## src/smc_cfg.svh

```systemverilog
`ifndef SMC_CFG_SVH
`define SMC_CFG_SVH

// ****************************************************************
// Register byte offsets
// ****************************************************************
`define SMC_PWR_OFF        8'h00
`define SMC_FILT_OFF       8'h04
`define SMC_CLKC_OFF       8'h08
`define SMC_STAT_OFF       8'h0C

// ****************************************************************
// Field positions
// ****************************************************************
`define SMC_PWR_STOP_BIT   0
`define SMC_PWR_MASK0_BIT  1
`define SMC_PWR_MASK1_BIT  2
`define SMC_PWR_MASKI_BIT  3
`define SMC_FILT_EN_BIT    0
`define SMC_CLKC_SRC_BIT   3
`define SMC_STAT_INVAL_BIT 3

// ****************************************************************
// Reset values and encodings
// ****************************************************************
`define SMC_PWR_RST        3'h0
`define SMC_FILT_RST       4'h0
`define SMC_CLKC_RST       4'h3
`define SMC_FILT_SLOW_MIN  3'h3
`define SMC_RESP_OKAY      2'h0
`define SMC_RESP_SLVERR    2'h2

// ****************************************************************
// Clock rates and timing
// ****************************************************************
`define SMC_FXX_HZ         20000000
`define SMC_SUB_HZ         32768
`define SMC_SUB_RATIO      4
`define SMC_CLK_PERIOD_NS  50
`define SMC_OSC_SETTLE_NS  1000
`define SMC_SETTLE_CYC     ((`SMC_OSC_SETTLE_NS + `SMC_CLK_PERIOD_NS - 1) / `SMC_CLK_PERIOD_NS)

`endif

```

## src/smc_pkg.sv

```systemverilog
package smc_pkg;

   // Standby sequencer states, one-hot.
   typedef enum logic [2:0] {
      SMC_RUN  = 3'h1,
      SMC_STOP = 3'h2,
      SMC_WAKE = 3'h4
   } smc_state_t;

endpackage

```

## src/smc_ctrl.sv

```systemverilog
// Our own choices: the address map and register access over AXI4-Lite.
`timescale 1ns/1ns
`include "smc_cfg.svh"
module smc_ctrl
   import smc_pkg::*;
(
   input  wire logic        aclk,
   input  wire logic        aresetn,
   input  wire logic [7:0]  s_axi_awaddr,
   input  wire logic        s_axi_awvalid,
   output logic             s_axi_awready,
   input  wire logic [31:0] s_axi_wdata,
   input  wire logic [3:0]  s_axi_wstrb,
   input  wire logic        s_axi_wvalid,
   output logic             s_axi_wready,
   output logic [1:0]       s_axi_bresp,
   output logic             s_axi_bvalid,
   input  wire logic        s_axi_bready,
   input  wire logic [7:0]  s_axi_araddr,
   input  wire logic        s_axi_arvalid,
   output logic             s_axi_arready,
   output logic [31:0]      s_axi_rdata,
   output logic [1:0]       s_axi_rresp,
   output logic             s_axi_rvalid,
   input  wire logic        s_axi_rready,
   input  wire logic        nmi0_req,
   input  wire logic        nmi1_req,
   input  wire logic        irq_req,
   input  wire logic        external_irq_line_three,
   input  wire logic        adc_running,
   output logic             clk_stop,
   output logic             cpu_hold,
   output logic             adc_halt,
   output logic             irq_dispatch,
   output logic             clock_source_select_bit,
   output logic [2:0]       cpu_clock_divider_field
);

   // ****************************************************************
   // Helpers
   // ****************************************************************

   // True when the divided main clock is more than four times the subclock.
   function automatic logic ratio_ok(input logic [2:0] div);
      ratio_ok = (`SMC_FXX_HZ >> div) > (`SMC_SUB_HZ * `SMC_SUB_RATIO);
   endfunction

   localparam logic [4:0] SETTLE_LAST = 5'(`SMC_SETTLE_CYC - 1);

   smc_state_t  st_q, st_d;
   logic [4:0]  cnt_q;
   logic [2:0]  pwr_q;
   logic [3:0]  filt_q;
   logic [3:0]  clkc_q;
   logic        inval_q;
   logic        clk_stop_q, cpu_hold_q, adc_halt_q, dispatch_q;
   logic        awready_q, wready_q, bvalid_q, arready_q, rvalid_q;
   logic        aw_hold_q, w_hold_q;
   logic [7:0]  awaddr_q;
   logic [31:0] wdata_q;
   logic [3:0]  wstrb_q;
   logic [1:0]  bresp_q, rresp_q;
   logic [31:0] rdata_q;
   logic        line3_s;

   smc_sync2 u_line3_sync (
      .aclk     (aclk),
      .aresetn  (aresetn),
      .async_in (external_irq_line_three),
      .sync_out (line3_s)
   );

   // ****************************************************************
   // Wake-up qualification
   // ****************************************************************

   // A slow filter clock cannot sample the line while the clock is stopped.
   wire slow_filter = filt_q[`SMC_FILT_EN_BIT] && (filt_q[3:1] >= `SMC_FILT_SLOW_MIN);
   wire wake_nmi0   = nmi0_req && !pwr_q[`SMC_PWR_MASK0_BIT - 1];
   wire wake_nmi1   = nmi1_req && !pwr_q[`SMC_PWR_MASK1_BIT - 1];
   wire wake_irq    = irq_req && !pwr_q[`SMC_PWR_MASKI_BIT - 1];
   wire wake_line3  = line3_s && !pwr_q[`SMC_PWR_MASKI_BIT - 1] && !slow_filter;
   wire wake_any    = wake_nmi0 || wake_nmi1 || wake_irq || wake_line3;

   // ****************************************************************
   // Register write decode
   // ****************************************************************

   // Control bits sit in byte lane 0, so only that strobe commits a write.
   wire wr_fire  = aw_hold_q && w_hold_q && !bvalid_q;
   wire wr_lane  = wr_fire && wstrb_q[0];
   wire wr_pwr   = wr_lane && (awaddr_q == `SMC_PWR_OFF);
   wire wr_filt  = wr_lane && (awaddr_q == `SMC_FILT_OFF);
   wire wr_clkc  = wr_lane && (awaddr_q == `SMC_CLKC_OFF);
   wire wr_stat  = wr_lane && (awaddr_q == `SMC_STAT_OFF);
   wire wr_map   = (awaddr_q == `SMC_PWR_OFF) || (awaddr_q == `SMC_FILT_OFF) ||
                   (awaddr_q == `SMC_CLKC_OFF) || (awaddr_q == `SMC_STAT_OFF);
   wire stop_wr  = wr_pwr && wdata_q[`SMC_PWR_STOP_BIT];
   // A subclock switch is refused unless the new divider leaves enough margin.
   wire src_ok   = !wdata_q[`SMC_CLKC_SRC_BIT] || ratio_ok(wdata_q[2:0]);
   wire inval_set = (st_q == SMC_RUN) && stop_wr && !wake_any && adc_running;
   wire inval_clr = wr_stat && wdata_q[`SMC_STAT_INVAL_BIT];

   // ****************************************************************
   // Register read decode
   // ****************************************************************
   wire [3:0] stat_word = {inval_q, clkc_q[`SMC_CLKC_SRC_BIT], adc_halt_q, st_q != SMC_RUN};
   wire       rd_map    = (s_axi_araddr == `SMC_PWR_OFF) || (s_axi_araddr == `SMC_FILT_OFF) ||
                          (s_axi_araddr == `SMC_CLKC_OFF) || (s_axi_araddr == `SMC_STAT_OFF);
   wire [31:0] rd_word  =
      (s_axi_araddr == `SMC_PWR_OFF)  ? {28'h000_0000, pwr_q, 1'b0} :
      (s_axi_araddr == `SMC_FILT_OFF) ? {28'h000_0000, filt_q} :
      (s_axi_araddr == `SMC_CLKC_OFF) ? {28'h000_0000, clkc_q} :
      (s_axi_araddr == `SMC_STAT_OFF) ? {28'h000_0000, stat_word} : 32'h0000_0000;

   // ****************************************************************
   // Standby sequencer
   // ****************************************************************

   // Next state; a pending wake source at the stop store keeps the core running.
   always_comb begin
      st_d = st_q;
      case (st_q)
         SMC_RUN:  if (stop_wr && !wake_any) st_d = SMC_STOP;
         SMC_STOP: if (wake_any) st_d = SMC_WAKE;
         SMC_WAKE: if (cnt_q == SETTLE_LAST) st_d = SMC_RUN;
         default:  st_d = SMC_RUN;
      endcase
   end

   // The converter is halted and powered down for the whole stop interval.
   always_ff @(posedge aclk) begin
      if (!aresetn) begin
         st_q       <= SMC_RUN;
         cnt_q      <= 5'h00;
         clk_stop_q <= 1'b0;
         cpu_hold_q <= 1'b0;
         adc_halt_q <= 1'b0;
         dispatch_q <= 1'b0;
      end else begin
         st_q       <= st_d;
         cnt_q      <= (st_q == SMC_WAKE) ? cnt_q + 5'h01 : 5'h00;
         clk_stop_q <= (st_d == SMC_STOP);
         cpu_hold_q <= (st_d != SMC_RUN);
         if ((st_q == SMC_RUN) && (st_d == SMC_STOP))
            adc_halt_q <= adc_running;
         else if (st_d == SMC_RUN)
            adc_halt_q <= 1'b0;
         dispatch_q <= ((st_q == SMC_RUN) && stop_wr && wake_any) ||
                       ((st_q == SMC_WAKE) && (st_d == SMC_RUN));
      end
   end

   // ****************************************************************
   // Control registers
   // ****************************************************************

   // The invalid-result flag: a new stop entry beats a same-cycle clear.
   always_ff @(posedge aclk) begin
      if (!aresetn) begin
         pwr_q   <= `SMC_PWR_RST;
         filt_q  <= `SMC_FILT_RST;
         clkc_q  <= `SMC_CLKC_RST;
         inval_q <= 1'b0;
      end else begin
         if (wr_pwr) pwr_q <= wdata_q[3:1];
         if (wr_filt) filt_q <= wdata_q[3:0];
         if (wr_clkc && src_ok) clkc_q <= wdata_q[3:0];
         if (inval_set) inval_q <= 1'b1;
         else if (inval_clr) inval_q <= 1'b0;
      end
   end

   // ****************************************************************
   // AXI4-Lite slave
   // ****************************************************************

   // Address and data are latched independently; one write at a time.
   always_ff @(posedge aclk) begin
      if (!aresetn) begin
         awready_q <= 1'b1;
         wready_q  <= 1'b1;
         aw_hold_q <= 1'b0;
         w_hold_q  <= 1'b0;
         bvalid_q  <= 1'b0;
         bresp_q   <= `SMC_RESP_OKAY;
         awaddr_q  <= 8'h00;
         wdata_q   <= 32'h0000_0000;
         wstrb_q   <= 4'h0;
      end else begin
         if (s_axi_awvalid && awready_q) begin
            awaddr_q  <= s_axi_awaddr;
            aw_hold_q <= 1'b1;
            awready_q <= 1'b0;
         end
         if (s_axi_wvalid && wready_q) begin
            wdata_q  <= s_axi_wdata;
            wstrb_q  <= s_axi_wstrb;
            w_hold_q <= 1'b1;
            wready_q <= 1'b0;
         end
         if (wr_fire) begin
            bvalid_q <= 1'b1;
            bresp_q  <= wr_map ? `SMC_RESP_OKAY : `SMC_RESP_SLVERR;
         end
         if (bvalid_q && s_axi_bready) begin
            bvalid_q  <= 1'b0;
            aw_hold_q <= 1'b0;
            w_hold_q  <= 1'b0;
            awready_q <= 1'b1;
            wready_q  <= 1'b1;
         end
      end
   end

   // Reads answer one cycle after the address is taken.
   always_ff @(posedge aclk) begin
      if (!aresetn) begin
         arready_q <= 1'b1;
         rvalid_q  <= 1'b0;
         rdata_q   <= 32'h0000_0000;
         rresp_q   <= `SMC_RESP_OKAY;
      end else if (s_axi_arvalid && arready_q) begin
         arready_q <= 1'b0;
         rvalid_q  <= 1'b1;
         rdata_q   <= rd_word;
         rresp_q   <= rd_map ? `SMC_RESP_OKAY : `SMC_RESP_SLVERR;
      end else if (rvalid_q && s_axi_rready) begin
         arready_q <= 1'b1;
         rvalid_q  <= 1'b0;
      end
   end

   assign s_axi_awready           = awready_q;
   assign s_axi_wready            = wready_q;
   assign s_axi_bvalid            = bvalid_q;
   assign s_axi_bresp             = bresp_q;
   assign s_axi_arready           = arready_q;
   assign s_axi_rvalid            = rvalid_q;
   assign s_axi_rdata             = rdata_q;
   assign s_axi_rresp             = rresp_q;
   assign clk_stop                = clk_stop_q;
   assign cpu_hold                = cpu_hold_q;
   assign adc_halt                = adc_halt_q;
   assign irq_dispatch            = dispatch_q;
   assign clock_source_select_bit = clkc_q[`SMC_CLKC_SRC_BIT];
   assign cpu_clock_divider_field = clkc_q[2:0];
endmodule

```

## src/smc_sync2.sv

```systemverilog
`timescale 1ns/1ns
module smc_sync2 (
   input  wire logic aclk,
   input  wire logic aresetn,
   input  wire logic async_in,
   output logic      sync_out
);

   logic meta_q;
   logic sync_q;

   // Two flops; only the second stage is ever read outside.
   always_ff @(posedge aclk) begin
      if (!aresetn) begin
         meta_q <= 1'b0;
         sync_q <= 1'b0;
      end else begin
         meta_q <= async_in;
         sync_q <= meta_q;
      end
   end

   assign sync_out = sync_q;

endmodule
```

## config.mk

```make
export PLATFORM = sky130hd
export DESIGN_NAME = smc_ctrl
export DESIGN_NICKNAME = d
export VERILOG_FILES = /design/src/smc_pkg.sv /design/src/smc_ctrl.sv /design/src/smc_sync2.sv
export VERILOG_INCLUDE_DIRS = /design/src
export SDC_FILE = /design/constraint.sdc
export NUM_CORES = 1
export LEC_CHECK = 0
export BUFFER_PORTS_ARGS = -buffer_cell sky130_fd_sc_hd__buf_2
export CAP_MARGIN = 20
export CORE_MARGIN = 8
export CORE_UTILIZATION = 42
export CTS_CLUSTER_SIZE = 25
export DETAILED_ROUTE_END_ITERATION = 16
export PLACE_DENSITY = 0.76
export SETUP_SLACK_MARGIN = 0.3
export SLEW_MARGIN = 20
export SYNTH_ARGS = -nofsm -noshare
export SYNTH_HDL_FRONTEND = slang
export SYNTH_HIERARCHICAL = 1
export SYNTH_SLANG_ARGS = --single-unit
```

## constraint.sdc

```tcl
create_clock -name aclk -period 1.7 [get_ports aclk]
set_input_delay 0.34 -clock aclk [delete_from_list [all_inputs] [get_ports aclk]]
set_output_delay 0.34 -clock aclk [all_outputs]
set_load 0.01 [all_outputs]
```

==> impl_metrics.ini <==
[run_status]
status = completed

[global_route]
grt_pass1_wl_um = 9370
antenna_found_initial = 0
grt_max_degree = 16
overflow = 0
grt_pass1_vias = 2004
track_usage_pct = 13.22

[sta]
slew_violations = 0
setup_ws_ns = 0.08440
max_freq_ghz = 0.6190
finalSetupTns_ns = 0
finalCritPeriodShare_pct = 95.04
rsz0062_at_grt = true
setup_viol = 0
hold_viol_final = 0
skew_ns = 0.01228
whs_ns = 0.2434
finalCriticalPeriod_ns = 1.616

[detailed_routing]
drc = 0
drt_iter0_drc = 123
first_pass_iters = 4
drt-wirelength-per-cell_um = 13.86
vias_per_cell = 4.955
wirelength_um = 5850
drtAntennaViolNets = 0
vias = 2091

[layout]
num_antenna_cells = 0
drive_gt1_share_pct = 29.71
syn2layout_area_growth_pct = 21.18
fin_nets = 418
fillCellCount = 523

[power]
power_mw = 2.253
p_leak_nw = 1.355
p_int_mw = 1.664
peakVddDrop_mv = 0.3456
p_seq_share_pct = 57.7
swShare_pct = 26.16
clkPwrFrac_pct = 29.1
p_sw_mw = 0.5894
pwr-share-comb_pct = 13.2
cellPowerDensity_nw_per_um2 = 760.1

[critical_path]
crit_path_max_fanout = 3
critical_path_class = reg2reg
crit_path_cell_trace = inv_4 > ha_4 > nand4b_1 > a211oi_2 > buf_4 > o31a_2 > a211o_1
crit_path_top_delay_cell = dfxtp_4
worstPathRequired_ns = 1.89
endpoint_kind = flop
crit_path_start_kind = flop
crit_arrival_ns = 1.80
max_stage_delay_ns = 0.38

[synth]
synth_area_um2 = 2446
synthArstFlopShare_pct = 0
synth_top_family_by_area = simple AND/OR/NAND/NOR gates
synth_commonest_cells = dfxtp_1 (52), buf_4 (30), a21oi_1 (25)
ys_seq_area_share_pct = 42.56
synth_compound_area_share_pct = 15.45
ys.flop_type = dfxtp_1
synth_most_common_cell = dfxtp_1
ys_types = 45
synth_fa_ha_area_share_pct = 2.046
yosys-mux-area-fraction_pct = 4.246
synth_top_cell_by_area = dfxtp_1
synth_seq_cells = 52
synth_xor_area_share_pct = 1.074
synthTopCellsByArea = dfxtp_1 (43%), buf_4 (9.2%), a21oi_1 (5.1%)
syn_inst = 281
yosys_warnings = 6
yosys.area_share.simple_pct = 22.20
syn_area_per_cell_um2 = 8.705
synth_enable_flop_cells = 0
yosysTopAreaCellShare_pct = 42.56

[place]
dpl.hpwl_um = 4414
io_buffers = 51
dp_slack_ns = 0.07377
gp_congestion = 0.8531

[floorplanning]
fp.coreArea_um2 = 5574
fp.dieArea_um2 = 8522
placementRows = 27
io-pin-count = 113
start_util_pct = 43.88
chipHeight_um = 92.32
die_w_um = 92.32

[clock_network]
clockBufferDepth = 2
htree_levels = 2
clk-insertion-delay-late_ns = 0.31
clk_pin_slew_worst_paths_ns = 0.08
cts_tree = built
cts_sinks = 52
cts_root_buffer = clkbuf_8
numCtsBuffers = 5

[flow_run]
maxCapViolations = 0

[hold_path]
min_path_type = in2reg
placed cells by master (no fill, tap or decap), drive strengths merged, types with 2 or more instances in the layout:
| master | n |
|---|---|
| o31ai | 4 |
| dfxtp | 52 |
| nor3 | 4 |
| and4 | 2 |
| nand2 | 22 |
| and3 | 2 |
| clkbuf | 6 |
| xor2 | 2 |
| a211oi | 2 |
| a21oi | 25 |
| o22ai | 3 |
| nand4 | 4 |
| nor4 | 2 |
| o21ai | 5 |
| and2 | 5 |
| conb | 30 |
| nand4b | 2 |
| nor2 | 24 |
| buf | 71 |
| nor2b | 9 |
| a22oi | 4 |
| nand3 | 20 |
| a31oi | 3 |
| o21a | 2 |
| mux2i | 7 |
| a211o | 2 |
| inv | 12 |
| o211a | 2 |
| o31a | 3 |
| nand2b | 3 |
| a21o | 2 |
| ha | 4 |
| mux2 | 3 |
kinds of logic (layout without fill, tap and decap cells):
group / Yosys count / in the layout
compound gates: 59 / 59
flops: 52 / 52
xor+xnor: 3 / 3
other cells: 1 / 30
mux: 10 / 10
simple gates: 102 / 102
buf+inv: 50 / 90
fa+ha+maj: 4 / 4
metal layers:
metal | global-route usage, % | share of wire [%]
met5 | 0 | 0
met4 | 5.772 | 1.7
met3 | 3.713 | 7.7
met2 | 21.87 | 48
met1 | 15.64 | 43
power by group through the flow:
| stage | Combinational, mW | Clock, mW | Sequential [mW] |
|---|---|---|---|
| 6_report | 0.297 | 0.656 | 1.30 |
| 5_1_grt | 0.330 | 0.720 | 1.31 |
| 4_1_cts | 0.287 | 0.672 | 1.30 |
| 3_5_place_dp | 0.273 | 0 | 1.33 |
| 3_3_place_gp | 0.266 | 0 | 1.32 |
| 2_1_floorplan | 0.216 | 0 | 1.32 |
critical path: cells and delay by family, from the launching register on:
kind                     cells  cell delay [ns]
adder cells (fa/ha/maj)      1             0.22
AND/OR/NAND/NOR              1             0.09
buffers and inverters        2             0.21
flip-flops                   1             0.38
AO/OA/AOI/OAI                3             0.62
through the flow:
stage               std cells  util (%)  cell area, µm²
global route              422     53.18            2964
global placement          405     49.09            2736
finish                    422     53.18            2964
floorplan                 310         -            2571
detailed placement        405     49.09            2736
CTS                       419     52.10            2904
what timing repair did:
item,in CTS,in global routing
hold buffers,0,0
setup endpoints to repair,18,20
buffers inserted,7,3
pin swaps,10,14
resized for setup,8,9
path summary, 6_finish.rpt:
path | from | to | slack [ns] | cells after the start
setup / recovery | wdata_q[0] | clkc_q[0] | 0.08 | 7
hold / removal | external_irq_line_three | u_line3_sync/meta_q | 0.24 | 2
setup reg to reg | wdata_q[0] | clkc_q[0] | 0.08 | 7
hold reg to reg | cnt_q[0] | cnt_q[0] | 0.45 | 1
area by class of cell:
type                    count  area [µm²]  area share [%]
clock buffers               6       72.57           2.448
inverters                  12       50.05           1.688
clock inverters             1       5.005          0.1688
flip-flops and latches     52        1050           35.42
repair buffers             71       412.9           13.93
well taps                  72       90.09           3.039
multi-input cells         208        1284           43.31
flip-flops by register name (all words and copies together) (netlist names), 3 cells and up:
signal	flops
s_axi_rdata	4
wdata_q	4
awaddr_q	8
pwr_q	3
st_q	3
filt_q	4
cnt_q	5
clkc_q	4
(Power assumes the default switching activity.)
